--- config.mk ---
export PLATFORM = sky130hd
export DESIGN_NAME = pef_event_flags
export DESIGN_NICKNAME = d
export VERILOG_FILES = /design/src/pef_pkg.sv /design/src/pef_flag_bank.sv /design/src/pef_event_flags.sv
export SDC_FILE = /design/constraint.sdc
export NUM_CORES = 1
export LEC_CHECK = 0
export BUFFER_PORTS_ARGS = -buffer_cell sky130_fd_sc_hd__clkbuf_2
export CAP_MARGIN = 10
export CORE_MARGIN = 5
export CORE_UTILIZATION = 36
export DETAILED_ROUTE_END_ITERATION = 12
export GPL_TIMING_DRIVEN = 1
export MAX_ROUTING_LAYER = met4
export REMOVE_ABC_BUFFERS = 1
export SLEW_MARGIN = 10
export SYNTH_ARGS = -nofsm -noshare
export SYNTH_HDL_FRONTEND = slang
export SYNTH_SLANG_ARGS = --single-unit
export TNS_END_PERCENT = 30
--- constraint.sdc ---
create_clock -name core_clk -period 3.8 [get_ports core_clk]
set_input_delay 0.95 -clock core_clk [delete_from_list [all_inputs] [get_ports core_clk]]
set_output_delay 0.95 -clock core_clk [all_outputs]
set_load 0.1 [all_outputs]
--- src/pef_pkg.sv ---
// Constants for the peripheral event flag register block
// Summary of operation
// - Oscillator failure sets sticky clock fail flag
// - Bits six to four read zero
// - Serial bus collision sets sticky flag
// - Low voltage trip sets sticky detect flag
// - Timer three overflow sets sticky flag
// - Timer three gate event sets sticky flag
// - Each transmit buffer done sets flag
// - Receive flag follows legacy, enhanced or FIFO mode
package pef_pkg;

	// Byte addresses of the word registers on the bus
	localparam logic [7:0] ADDR_FLAGS_TWO = 8'h00;
	localparam logic [7:0] ADDR_CAN_FLAGS = 8'h04;
	localparam logic [7:0] ADDR_STATUS    = 8'h08;
	localparam logic [7:0] ADDR_CLEAR     = 8'h0C;
	localparam logic [7:0] ADDR_ENABLE    = 8'h10;
	localparam logic [7:0] ADDR_RX_MODE   = 8'h14;

	// First flag register layout
	localparam int BIT_CLOCK_FAIL    = 7;
	localparam int BIT_BUS_COLLISION = 3;
	localparam int BIT_VOLTAGE       = 2;
	localparam int BIT_T3_OVERFLOW   = 1;
	localparam int BIT_T3_GATE       = 0;

	// CAN flag register layout
	localparam int BIT_INVALID_MSG = 7;
	localparam int BIT_BUS_WAKE    = 6;
	localparam int BIT_CAN_ERROR   = 5;
	localparam int BIT_TX_TWO      = 4;
	localparam int BIT_TX_ONE      = 3;
	localparam int BIT_TX_ZERO     = 2;
	localparam int BIT_RX_ONE      = 1;
	localparam int BIT_RX_ZERO     = 0;

	// Implemented bits and reset values
	localparam logic [7:0] IMPL_FLAGS_TWO    = 8'h8F;
	localparam logic [7:0] IMPL_CAN_FULL     = 8'hFF;
	localparam logic [7:0] IMPL_CAN_NO_BIT0  = 8'hFE;
	localparam logic [7:0] RESET_FLAGS       = 8'h00;
	localparam logic [15:0] RESET_ENABLE     = 16'h0000;

	// Receive modes
	localparam logic [1:0] RX_MODE_LEGACY   = 2'h0;
	localparam logic [1:0] RX_MODE_ENHANCED = 2'h1;
	localparam logic [1:0] RX_MODE_FIFO     = 2'h2;
	localparam logic [1:0] RESET_RX_MODE    = 2'h0;

	// Bus encodings
	localparam logic [1:0] HTRANS_NONSEQ = 2'h2;
	localparam logic       HRESP_OKAY    = 1'h0;

	// Bus handshake states
	typedef enum logic [1:0]
	{
		BUS_IDLE,
		BUS_WRITE,
		BUS_READ_WAIT,
		BUS_READ_DONE
	} pef_bus_state_t;

endpackage : pef_pkg

--- src/pef_flag_bank.sv ---
// Eight sticky event flags with software write and clear
`timescale 1ns/1ps

module pef_flag_bank
(
	input  wire logic       core_clk,
	input  wire logic       rst,
	input  wire logic [7:0] implMask,
	input  wire logic [7:0] setMask,
	input  wire logic       wrEn,
	input  wire logic [7:0] wrData,
	input  wire logic [7:0] clrMask,
	output logic      [7:0] flags
);

	logic [7:0] flags_r;
	logic [7:0] flags_nxt;

	// Set is applied last so an event in a clearing cycle survives
	always_comb
	begin
		flags_nxt = wrEn ? wrData : flags_r;
		flags_nxt = flags_nxt & ~clrMask;
		flags_nxt = (flags_nxt | setMask) & implMask;
	end

	// Flag storage
	always_ff @(posedge core_clk or posedge rst)
	begin
		if (rst)
			flags_r <= pef_pkg::RESET_FLAGS;
		else
			flags_r <= flags_nxt;
	end

	assign flags = flags_r;

endmodule : pef_flag_bank

--- src/pef_event_flags.sv ---
// Peripheral event flag registers behind an AHB-Lite slave
`timescale 1ns/1ps

module pef_event_flags
(
	input  wire logic        core_clk,
	input  wire logic        rst,
	// AHB-Lite slave
	input  wire logic        hsel,
	input  wire logic [31:0] haddr,
	input  wire logic [1:0]  htrans,
	input  wire logic        hwrite,
	input  wire logic [2:0]  hsize,
	input  wire logic [31:0] hwdata,
	input  wire logic        hready,
	output logic      [31:0] hrdata,
	output logic             hreadyout,
	output logic             hresp,
	// Event sources, one-cycle pulses or levels
	input  wire logic        clockFailEvt,
	input  wire logic        busCollisionEvt,
	input  wire logic        voltageDetectEvt,
	input  wire logic        timerThreeOverflowEvt,
	input  wire logic        timerThreeGateEvt,
	input  wire logic        invalidMsgEvt,
	input  wire logic        busWakeEvt,
	input  wire logic        canErrorEvt,
	input  wire logic [2:0]  txDoneEvt,
	input  wire logic        rxBufZeroEvt,
	input  wire logic        rxBufOneEvt,
	input  wire logic        fifoFullEvt,
	// Interrupt request to the CPU
	output logic             irq
);

	// Bus side state
	pef_pkg::pef_bus_state_t state_r;
	pef_pkg::pef_bus_state_t state_nxt;
	logic [7:0]              addr_r;
	logic                    addrValid_r;
	logic [31:0]             hrdata_r;
	logic [15:0]             enable_r;
	logic [1:0]              rxMode_r;

	// Flag bank wiring
	logic [7:0]              flagsTwo;
	logic [7:0]              canFlags;
	logic [7:0]              setTwo;
	logic [7:0]              setCan;
	logic [7:0]              implCan;
	logic                    wrFlagsTwo;
	logic                    wrCanFlags;
	logic [7:0]              clrTwo;
	logic [7:0]              clrCan;
	logic                    addrTake;
	logic                    dataWrite;
	logic [15:0]             status;

	// Register read mux, used for every read capture
	function automatic logic [31:0] readMux
	(
		input logic [7:0]  addr,
		input logic        valid,
		input logic [7:0]  two,
		input logic [7:0]  can,
		input logic [15:0] en,
		input logic [1:0]  mode
	);
		logic [31:0] val;
		val = 32'h0000_0000;
		if (valid)
		begin
			case (addr)
				pef_pkg::ADDR_FLAGS_TWO: val = {24'h00_0000, two};
				pef_pkg::ADDR_CAN_FLAGS: val = {24'h00_0000, can};
				pef_pkg::ADDR_STATUS:    val = {16'h0000, can, two};
				pef_pkg::ADDR_ENABLE:    val = {16'h0000, en};
				pef_pkg::ADDR_RX_MODE:   val = {30'h0, mode};
				default:                 val = 32'h0000_0000;
			endcase
		end
		return val;
	endfunction : readMux

	// Address phase qualifier; only NONSEQ carries a transfer
	assign addrTake = hsel && hready && (htrans == pef_pkg::HTRANS_NONSEQ);

	// Handshake state machine
	always_comb
	begin
		state_nxt = state_r;
		case (state_r)
			pef_pkg::BUS_IDLE:
			begin
				if (addrTake)
					state_nxt = hwrite ? pef_pkg::BUS_WRITE : pef_pkg::BUS_READ_WAIT;
			end
			pef_pkg::BUS_WRITE:
			begin
				// Writes finish in one data cycle; next address may follow
				if (addrTake)
					state_nxt = hwrite ? pef_pkg::BUS_WRITE : pef_pkg::BUS_READ_WAIT;
				else
					state_nxt = pef_pkg::BUS_IDLE;
			end
			pef_pkg::BUS_READ_WAIT:
			begin
				// One wait state so reads see writes that just retired
				state_nxt = pef_pkg::BUS_READ_DONE;
			end
			pef_pkg::BUS_READ_DONE:
			begin
				if (addrTake)
					state_nxt = hwrite ? pef_pkg::BUS_WRITE : pef_pkg::BUS_READ_WAIT;
				else
					state_nxt = pef_pkg::BUS_IDLE;
			end
			default:
			begin
				state_nxt = pef_pkg::BUS_IDLE;
			end
		endcase
	end

	// State register
	always_ff @(posedge core_clk or posedge rst)
	begin
		if (rst)
			state_r <= pef_pkg::BUS_IDLE;
		else
			state_r <= state_nxt;
	end

	// Address capture; upper address bits must be zero to hit the map
	always_ff @(posedge core_clk or posedge rst)
	begin
		if (rst)
		begin
			addr_r      <= 8'h00;
			addrValid_r <= 1'b0;
		end
		else if (addrTake && (state_r != pef_pkg::BUS_READ_WAIT))
		begin
			addr_r      <= haddr[7:0];
			addrValid_r <= (haddr[31:8] == 24'h00_0000);
		end
	end

	// Read data loaded at the end of the wait state
	always_ff @(posedge core_clk or posedge rst)
	begin
		if (rst)
			hrdata_r <= 32'h0000_0000;
		else if (state_r == pef_pkg::BUS_READ_WAIT)
			hrdata_r <= readMux(addr_r, addrValid_r, flagsTwo, canFlags, enable_r, rxMode_r);
	end

	// Bus answers; unmapped addresses read zero and never error
	assign hrdata    = hrdata_r;
	assign hreadyout = (state_r != pef_pkg::BUS_READ_WAIT);
	assign hresp     = pef_pkg::HRESP_OKAY;

	// Write data phase strobes
	assign dataWrite  = (state_r == pef_pkg::BUS_WRITE) && addrValid_r;
	assign wrFlagsTwo = dataWrite && (addr_r == pef_pkg::ADDR_FLAGS_TWO);
	assign wrCanFlags = dataWrite && (addr_r == pef_pkg::ADDR_CAN_FLAGS);

	// Write-one-to-clear register, low byte first flags, next byte CAN
	always_comb
	begin
		clrTwo = 8'h00;
		clrCan = 8'h00;
		if (dataWrite && (addr_r == pef_pkg::ADDR_CLEAR))
		begin
			clrTwo = hwdata[7:0];
			clrCan = hwdata[15:8];
		end
	end

	// Interrupt enable register
	always_ff @(posedge core_clk or posedge rst)
	begin
		if (rst)
			enable_r <= pef_pkg::RESET_ENABLE;
		else if (dataWrite && (addr_r == pef_pkg::ADDR_ENABLE))
			enable_r <= hwdata[15:0];
	end

	// Receive mode; the reserved code is ignored to keep a legal mode
	always_ff @(posedge core_clk or posedge rst)
	begin
		if (rst)
			rxMode_r <= pef_pkg::RESET_RX_MODE;
		else if (dataWrite && (addr_r == pef_pkg::ADDR_RX_MODE) &&
			(hwdata[1:0] != 2'h3))
			rxMode_r <= hwdata[1:0];
	end

	// First flag register event sources
	always_comb
	begin
		setTwo = 8'h00;
		setTwo[pef_pkg::BIT_CLOCK_FAIL]    = clockFailEvt;
		setTwo[pef_pkg::BIT_BUS_COLLISION] = busCollisionEvt;
		setTwo[pef_pkg::BIT_VOLTAGE]       = voltageDetectEvt;
		setTwo[pef_pkg::BIT_T3_OVERFLOW]   = timerThreeOverflowEvt;
		setTwo[pef_pkg::BIT_T3_GATE]       = timerThreeGateEvt;
	end

	// CAN flag register event sources, bit 0 meaning follows the mode
	always_comb
	begin
		setCan  = 8'h00;
		implCan = pef_pkg::IMPL_CAN_FULL;
		setCan[pef_pkg::BIT_INVALID_MSG] = invalidMsgEvt;
		setCan[pef_pkg::BIT_BUS_WAKE]    = busWakeEvt;
		setCan[pef_pkg::BIT_CAN_ERROR]   = canErrorEvt;
		setCan[pef_pkg::BIT_TX_TWO]      = txDoneEvt[2];
		setCan[pef_pkg::BIT_TX_ONE]      = txDoneEvt[1];
		setCan[pef_pkg::BIT_TX_ZERO]     = txDoneEvt[0];
		case (rxMode_r)
			pef_pkg::RX_MODE_LEGACY:
			begin
				setCan[pef_pkg::BIT_RX_ONE]  = rxBufOneEvt;
				setCan[pef_pkg::BIT_RX_ZERO] = rxBufZeroEvt;
			end
			pef_pkg::RX_MODE_ENHANCED:
			begin
				// Any new message; bit 0 is not implemented here
				setCan[pef_pkg::BIT_RX_ONE] = rxBufOneEvt | rxBufZeroEvt;
				implCan = pef_pkg::IMPL_CAN_NO_BIT0;
			end
			pef_pkg::RX_MODE_FIFO:
			begin
				setCan[pef_pkg::BIT_RX_ONE]  = rxBufOneEvt | rxBufZeroEvt;
				setCan[pef_pkg::BIT_RX_ZERO] = fifoFullEvt;
			end
			default:
			begin
				setCan[pef_pkg::BIT_RX_ONE] = rxBufOneEvt;
			end
		endcase
	end

	// First flag bank; the mask keeps bits 6 to 4 at zero
	pef_flag_bank u_flagsTwo
	(
		.core_clk (core_clk),
		.rst      (rst),
		.implMask (pef_pkg::IMPL_FLAGS_TWO),
		.setMask  (setTwo),
		.wrEn     (wrFlagsTwo),
		.wrData   (hwdata[7:0]),
		.clrMask  (clrTwo),
		.flags    (flagsTwo)
	);

	// CAN flag bank
	pef_flag_bank u_canFlags
	(
		.core_clk (core_clk),
		.rst      (rst),
		.implMask (implCan),
		.setMask  (setCan),
		.wrEn     (wrCanFlags),
		.wrData   (hwdata[7:0]),
		.clrMask  (clrCan),
		.flags    (canFlags)
	);

	// Level interrupt while any enabled flag stands
	assign status = {canFlags, flagsTwo};
	assign irq    = |(status & enable_r);

endmodule : pef_event_flags

==> results of run 1 <==
-- cell usage after synthesis (3+ instances only) --
master and instances:
nor3_1 3, o21ai_0 21, nand2_1 32, nor2b_1 6, a21oi_1 5, inv_1 7
a221oi_1 3, nor2_1 4, mux2_2 33, buf_4 19, ha_1 3, a21o_1 11
dfrtp_1 58, a22oi_1 14, a2bb2oi_1 3, clkbuf_1 6, nor4_1 9, nand3_1 3
-- metal layers --
| layer | wire, um | part of all wire (%) | up-vias |
|---|---|---|---|
| met1 | 3260 | 43 | 1103 |
| met4 | 145 | 1.9 | 0 |
| met3 | 421 | 5.6 | 14 |
| met5 | 0 | 0 | - |
| li1 | - | - | 1136 |
| met2 | 3680 | 49 | 71 |
-- final cells by class --
| cell class | instances | area share, % |
|---|---|---|
| clock buffer | 10 | 3.76 |
| clock inverter | 6 | 2.19 |
| inverter | 7 | 0.717 |
| multi-input combinational | 195 | 37.8 |
| sequential | 58 | 39.6 |
| tap | 105 | 3.58 |
| timing repair buffer | 89 | 12.4 |
-- report_power, final --
| group | leakage [nW] | internal (mW) | switching, mW |
|---|---|---|---|
| sequential | 0.723 | 0.680 | 0.0736 |
| combinational | 0.825 | 0.155 | 0.352 |
| clock | 0.116 | 0.382 | 0.241 |
-- registers in the layout, summed over array words and instances, names as in the netlist, named ones only --
name              flops
state_r               1
u_flagsTwo.flags      5
u_canFlags.flags      8
enable_r             16
rxMode_r              2
addrValid_r           1
hrdata               16
addr_r                8
-- cells by family (layout without fill, tap and decap cells) --
family                   after synthesis  after routing  synth area share [%]
AO/OA/AOI/OAI                         65             65                  14.9
other                                  1             17                 0.125
adder cells (fa/ha/maj)                3              3                  1.25
buffers and inverters                 37            112                  7.58
flip-flops                            58             58                  48.3
multiplexers                          36             36                  13.5
AND/OR/NAND/NOR                       74             74                  14.3
-- worst paths after layout --
check	end	depth (start not counted)	slack, ns
worst max-delay path	irq	5	1.03
worst max register to register	u_canFlags.flags[1]	4	1.30
worst min-delay path	hrdata[14]	2	0.48
worst min register to register	hrdata[14]	2	0.48
max in group asynchronous	u_flagsTwo.flags[0]	3	2.35
min in group asynchronous	addrValid_r	2	0.64
-- stage by stage --
stage               instances  hold WS, ns
global route              470        0.512
floorplan                 260        0.481
finish                    470        0.484
CTS                       470        0.486
global placement          454        0.470
detailed placement        454        0.472
-- critical path: cells and delay by family (launching register included) --
family / cells / cell delay [ns]
AOI/OAI and AO/OA: 2 / 0.46
DFF: 1 / 0.42
buffers and inverters: 1 / 0.40
and+or+nand+nor: 2 / 0.21
==> impl_metrics.ini, run 1 <==
[run_status]
outcome = finished clean

[global_route]
met1_usage_pct = 20.5
antenna_found_initial = 0
grt_pass1_vias = 2442
busiest_layer = met2
grt_max_degree = 34
gr-total-overflow = 0
track_usage_pct = 16.1
met2_usage_pct = 25.1
grt_pass1_wl_um = 12200
global_route.usage.met3_pct = 2.89

[pwr]
power.density_nw_per_um2 = 514
peakVddDrop_v = 0.000201
cellLeakagePower_nw = 1.66
power_mw = 1.88

[sta]
layout_worst_path_cycle_share_pct = 73.0
worst_slack_ns = 1.03
clock_skew_ns = 0.00397
maxSlewHeadroom_pct = 46.1
finalSetupViolCount = 0
rsz0062_at_grt = no
max_freq_mhz = 360
hold_viol_final = 0
slew_viol_final = 0
worst_pin_slew_ns = 0.806
min_period_ns = 2.77
fin_tns_setup_ns = 0

[setup_path]
cp_max_fo = 4
cpPeakStageDelay_ns = 0.42
worst_setup_path_start_kind = register
r2r_start = addr_r[3]
cp-end-kind = primary output
critPathArrivalTime_ns = 1.82
crit_chain = a22oi_1 -> nand2_1 -> a221oi_1 -> nand3_1 -> clkbuf_2
cp.required_ns = 2.85
critPathSlowestCell = dfrtp_1
criticalPathCategory = reg -> out
setup.worst_path.start = u_canFlags.flags[6]

[final_layout]
nFillCells = 821
fin_nets = 451
final_area_um2 = 3660
layout.area.seq_um2 = 1450
antenna_cells = 0
multiInputGateArea_um2 = 1390
layout_common_cells = clkbuf_2 (86), dfrtp_1 (58), mux2_2 (33), nand2_1 (32), o21ai_0 (21)
final_common_cell = clkbuf_2
syn2layout_area_growth_pct = 22.0
drive_above_1_share_pct = 41.4
utilization_pct = 44.8

[job]
max_cap_violations = 0

[floorplan]
die_h_um = 101
io_pins = 123
core_area_um2 = 8180
die_area_um2 = 10300
row_count = 33
start_util_pct = 36.7
fp.dieW_um = 101

[logic_synthesis]
synth_seq_cells = 58
netlist_area_um2 = 3000
synthFlopType = dfrtp_1
ys_warn_count = 0
syn_area_per_cell_um2 = 11.0
synthDistinctLibCells = 47
synthArstFlopShare_pct = 100
synth_edf_count = 0
seq_area_frac_synth_pct = 48.3
synth_top_area_cell = dfrtp_1
synthTopCellsByArea = dfrtp_1 (48%), mux2_2 (12%), buf_4 (4.7%)
synthCells = 274
synth_top_area_share_pct = 48.3

[place]
portBuffers = 86
post-place-ws_ns = 1.31
dpl_cell_area_um2 = 3450
gp_congestion = 0.826
dpl.hpwl_um = 5840

[clocking]
clk_pin_slew_ns = 0.06
cts_resized = 0
post_cts_buffers = 0
htree_levels = 3
cts_tree = yes
numCtsBuffers = 9
cts_hold_buf = 0
insertion_delay_ns = 0.34
cts_root_buffer = clkbuf_8
clkSinkCount = 58
clk_path_buf_depth = 2

[hold_path]
worstHoldStart = hrdata[14]
hold_class = reg -> reg

[detailed_routing]
num_vias = 2324
routedWlPerCell_um = 16.0
drt-total-wl_um = 7500
drc = 0
drt_iter0_drc = 95
drt_pass1_iterations = 4
viasPerCell = 4.94
antenna_left = 0
Note: power is estimated with default switching activity, not from simulation.
==> run 2: changes to the inputs <==
==> constraint.sdc (replaced) <==
create_clock -name core_clk -period 2.8 [get_ports core_clk]
set_input_delay 0.7 -clock core_clk [delete_from_list [all_inputs] [get_ports core_clk]]
set_output_delay 0.7 -clock core_clk [all_outputs]
set_load 0.1 [all_outputs]
==> run 2 against run 1 <==
  * Setup slack worse by 0.76 ns
  * Critical endpoint unchanged
  * Largest power group unchanged
  * Clock-buffer cell count up 1
  * Die area unchanged
==> impl_metrics.ini, run 2 (synthesis gave the netlist of run 1 again) <==
[run_status]
outcome = finished clean

[setup_path]
cp.required_ns = 2.10
cpPeakStageDelay_ns = 0.42
criticalPathCategory = reg -> out
worst_setup_path_start_kind = register
crit_family = compound AO/OA/AOI/OAI gates
cp-end-kind = primary output
critPathSlowestCell = dfrtp_1
critPathArrivalTime_ns = 1.84
crit_buf_inv = 1
cp_max_fo = 4
crit_chain = a22oi_1 -> nand2_1 -> a221oi_1 -> nand3_1 -> clkbuf_2

[clocking]
post_cts_buffers = 0
cts_resized = 0
clkSinkCount = 58
cts_root_buffer = clkbuf_8
htree_levels = 3
cts_hold_buf = 0
cts_tree = yes
insertion_delay_ns = 0.34
clk_path_buf_depth = 2
clk_pin_slew_ns = 0.07
numCtsBuffers = 9

[sta]
hold-worst-slack_ns = 0.371
layout_worst_path_cycle_share_pct = 90.6
max_freq_mhz = 394
min_period_ns = 2.54
maxSlewHeadroom_pct = 60.0
finalSetupViolCount = 0
worst_pin_slew_ns = 0.595
hold_viol_final = 0
clock_skew_ns = 0.00946
rsz0062_at_grt = no
slew_viol_final = 0
fin_tns_setup_ns = 0

[final_layout]
final_common_cell = clkbuf_2
antenna_cells = 0
utilization_pct = 45.6
drive_above_1_share_pct = 42.0
syn2layout_area_growth_pct = 24.1
layout_common_cells = clkbuf_2 (86), dfrtp_1 (58), mux2_2 (33), nand2_1 (32), o21ai_0 (21)
fin_nets = 455
fin_cells = 474

[global_route]
gr-total-overflow = 0
grt_pass1_wl_um = 12100
grt_pass1_vias = 2461
track_usage_pct = 15.8
grt_max_degree = 27
antenna_found_initial = 0

[detailed_routing]
antenna_left = 0
drc = 0
drt-total-wl_um = 7440
drt_iter0_drc = 100
routedWlPerCell_um = 15.7
num_vias = 2359
viasPerCell = 4.98
drt_pass1_iterations = 4

[floorplan]
start_util_pct = 36.7
row_count = 33
die_area_um2 = 10300
io_pins = 123
core_area_um2 = 8180
die_h_um = 101
fp.dieW_um = 101

[place]
dpl.hpwl_um = 5890
dp_cells = 458
gp_congestion = 0.863
portBuffers = 86

[pwr]
cellLeakagePower_nw = 1.70
power.density_nw_per_um2 = 720
power_mw = 2.69
peakVddDrop_v = 0.000342

[job]
max_cap_violations = 0

[hold_path]
hold_class = in -> async
-- run 2: changes by cell type in the layout (fill, tap and decap cells not counted), sizes merged --
cell | before | now
clkinv | 4 | 2
buf | 3 | 7
clkbuf | 96 | 97
bufinv | 2 | 3
-- run 2: worst paths after layout --
path / from / to / slack, ns / depth (start not counted)
worst max-delay path: u_canFlags.flags[3] / irq / 0.26 / 5
worst min-delay path: rst / hrdata[1] / 0.37 / 2
worst max register to register: addr_r[7] / enable_r[11] / 0.53 / 4
worst min register to register: hrdata[12] / hrdata[12] / 0.48 / 2
max in group asynchronous: rst / u_flagsTwo.flags[3] / 1.78 / 3
min in group core_clk: hrdata[12] / hrdata[12] / 0.48 / 2
-- run 2: cell type report --
type | instances | area, um^2
clock buffer | 11 | 151
clock inverter | 5 | 100
fill | 804 | 4450
inverter | 7 | 26.3
multi-input combinational | 195 | 1390
sequential | 58 | 1450
tap | 105 | 131
timing repair buffer | 93 | 483
-- run 2: routing by layer --
layer,wire length (um),GRT usage [%],vias up
li1,-,-,1143
met1,3300,19.8,1149
met2,3610,24.3,58
met3,371,4.27,9
met4,157,6.24,0
met5,0,-,-
-- run 2: metrics by stage --
step,setup WS [ns],area [um^2]
after floorplan,0.266,2860
after global placement,0.538,3480
after detailed placement,0.538,3480
after CTS,0.232,3730
after global routing,0.113,3730
final,0.264,3730
-- run 2: worst reg2reg max path, cell delays in order, from the launching register on --
cell and delay [ns]:
dfrtp_1 0.39, or3_1 0.53, or2_2 0.41, nor2_4 0.42
mux2_2 0.40
-- run 2: power breakdown --
part,switching [mW],leakage (nW),internal [mW]
clock network,0.337,0.129,0.637
registers,0.102,0.723,0.923
logic,0.475,0.846,0.212
total,0.914,1.70,1.77
==> run 3: changes to the inputs <==
--- a/config.mk
+++ b/config.mk
@@ -16,5 +16,6 @@
 export SLEW_MARGIN = 10
 export SYNTH_ARGS = -nofsm -noshare
 export SYNTH_HDL_FRONTEND = slang
+export SYNTH_HIERARCHICAL = 1
 export SYNTH_SLANG_ARGS = --single-unit
 export TNS_END_PERCENT = 30
==> run 3 against run 2 <==
  * Via count rose by 19%
  * Non-clock buffer count rose by 2
  * Setup slack got worse by 0.075 ns
  * Final area rose by 14%
  * Flip-flop and latch count rose by 3
  * Total power fell by 11%
  * Sequential share of layout area fell by 3.1 points
  * Register-to-register slack improved by 0.04 ns
  * Die area rose by 14%
  * Global-route usage rose by 0.84 points
==> impl_metrics.ini, run 3 <==
[global_route]
grt_pass1_wl_um = 14600
gr-total-overflow = 0
grt_pass1_vias = 2875
grt_max_degree = 27
antenna_found_initial = 0
track_usage_pct = 16.7

[sta]
layout_worst_path_cycle_share_pct = 93.3
slew_viol_final = 0
min_period_ns = 2.61
rsz0062_at_grt = no
maxSlewHeadroom_pct = 54.5
worst_slack_ns = 0.188
worst_pin_slew_ns = 0.683
clock_skew_ns = 0.00847
max_freq_mhz = 383
finalSetupViolCount = 0
fin_tns_setup_ns = 0
hold_viol_final = 0

[clocking]
cts_tree = yes
clk_pin_slew_ns = 0.07
cts_root_buffer = clkbuf_8
cts_resized = 0
htree_levels = 3
cts_hold_buf = 0
clkSinkCount = 61
insertion_delay_ns = 0.34
numCtsBuffers = 9
post_cts_buffers = 0
clk_path_buf_depth = 2

[logic_synthesis]
synth_seq_cells = 61
netlist_top_cells_count = dfrtp_1 (61), nand2_1 (28), a22o_1 (19), buf_4 (18), and2_1 (17)
synth_edf_count = 0
synthFlopType = dfrtp_1
synthCells = 324
synth_top_area_cell = dfrtp_1
netlist_area_um2 = 3470
synthTopCellsByArea = dfrtp_1 (44%), mux2_2 (5.2%), a22o_1 (4.8%)
synthArstFlopShare_pct = 100
synth_top_area_share_pct = 44.0
yosysMostFrequentCell = dfrtp_1
synthDistinctLibCells = 47
seq_area_frac_synth_pct = 44.0
ys_warn_count = 6
syn_area_per_cell_um2 = 10.7

[final_layout]
syn2layout_area_growth_pct = 22.8
layout_common_cells = clkbuf_2 (86), dfrtp_1 (61), conb_1 (50), nand2_1 (28), a22o_1 (19)
drive_above_1_share_pct = 31.6
fin_nets = 538
final_area_um2 = 4260
utilization_pct = 45.7
fin_cells = 579
antenna_cells = 0
final_common_cell = clkbuf_2

[pwr]
cellLeakagePower_nw = 2.07
peakVddDrop_v = 0.000226
power.density_nw_per_um2 = 563

[place]
dp_cells = 565
dpl_cell_area_um2 = 4100
gp_congestion = 0.803
portBuffers = 86
dpl.hpwl_um = 6860
post-place-ws_ns = 0.513

[detailed_routing]
routedWlPerCell_um = 15.8
drt_iter0_drc = 86
antenna_left = 0
num_vias = 2803
drc = 0
viasPerCell = 4.84
drt-total-wl_um = 9150
drt_pass1_iterations = 4

[floorplan]
start_util_pct = 37.2
die_h_um = 108
io_pins = 123
die_area_um2 = 11700
core_area_um2 = 9330
row_count = 35
fp.dieW_um = 108

[setup_path]
worstRegToRegCells = 6
cp.required_ns = 2.10
cp-end-kind = primary output
r2r_start = addr_r[7]
crit_buf_inv = 1
critPathArrivalTime_ns = 1.91
cp_max_fo = 4
cpPeakStageDelay_ns = 0.41
crit_family = compound AO/OA/AOI/OAI gates
crit_chain = a22o_1 -> a221oi_1 -> nand4_1 -> clkbuf_2
criticalPathCategory = reg -> out
r2r_slack_ns = 0.57
r2r-end = u_flagsTwo/flags[1]
worst_setup_path_start_kind = register
critPathSlowestCell = dfrtp_1

[run_status]
outcome = finished clean

[job]
max_cap_violations = 0

[hold_path]
hold_class = in -> async
-- run 3: cell types whose count changed in the layout (fill, tap and decap cells not counted), sizes merged, moves of 5 or more --
cell / change
a22oi: -13
a22o: +17
nor2b: +6
nand2b: +15
mux2: -8
inv: +5
o221ai: +6
conb: +33
mux2i: +14
a21o: -10
and2: +16
-- run 3: cells by family after synthesis --
group | synth area share (%)
compound gates | 13.8
fa+ha+maj | 1.08
buf+inv | 7.90
flops | 44.0
mux | 14.1
other cells | 0.216
simple gates | 18.9
-- run 3: worst max-delay path by stage --
stage                          end                 from  cells past startpoint  slack [ns]
4_1_cts                        irq  u_canFlags/flags[2]                      4        0.14
5_1_grt                        irq  u_canFlags/flags[2]                      4        0.03
3_5_place_dp                   irq  u_canFlags/flags[2]                      4        0.51
2_1_floorplan  u_canFlags/flags[0]            addr_r[7]                      5       -0.01
6_report                       irq  u_canFlags/flags[2]                      4        0.19
3_3_place_gp                   irq  u_canFlags/flags[2]                      4        0.53
-- run 3: report_power, final --
part / total [mW] / internal (mW) / switching, mW
registers: 1.10 / 0.961 / 0.141
clock network: 0.677 / 0.357 / 0.321
logic: 0.622 / 0.227 / 0.395
total: 2.40 / 1.54 / 0.856
-- run 3: final cells by class --
class | count | area [um^2]
inverter | 13 | 48.8
timing repair buffer | 95 | 498
multi-input combinational | 267 | 1860
tap | 129 | 161
fill | 934 | 5070
clock inverter | 2 | 10.0
sequential | 61 | 1530
clock buffer | 12 | 155
-- run 3: metrics by stage --
step                total power [mW]  hold slack, ns
floorplan                       1.51           0.473
global placement                1.72           0.469
detailed placement              1.74           0.478
CTS                             2.41           0.348
global route                    2.52           0.369
finish                          2.40           0.343
-- run 3: routing by layer --
metal  track usage [%]  up-vias  share of wire [%]
met5                 -        -                  0
met4              5.23        0                1.2
met3              3.94        9                7.6
met2              26.2      104                 47
met1              21.3     1343                 45
li1                  -     1347                  -
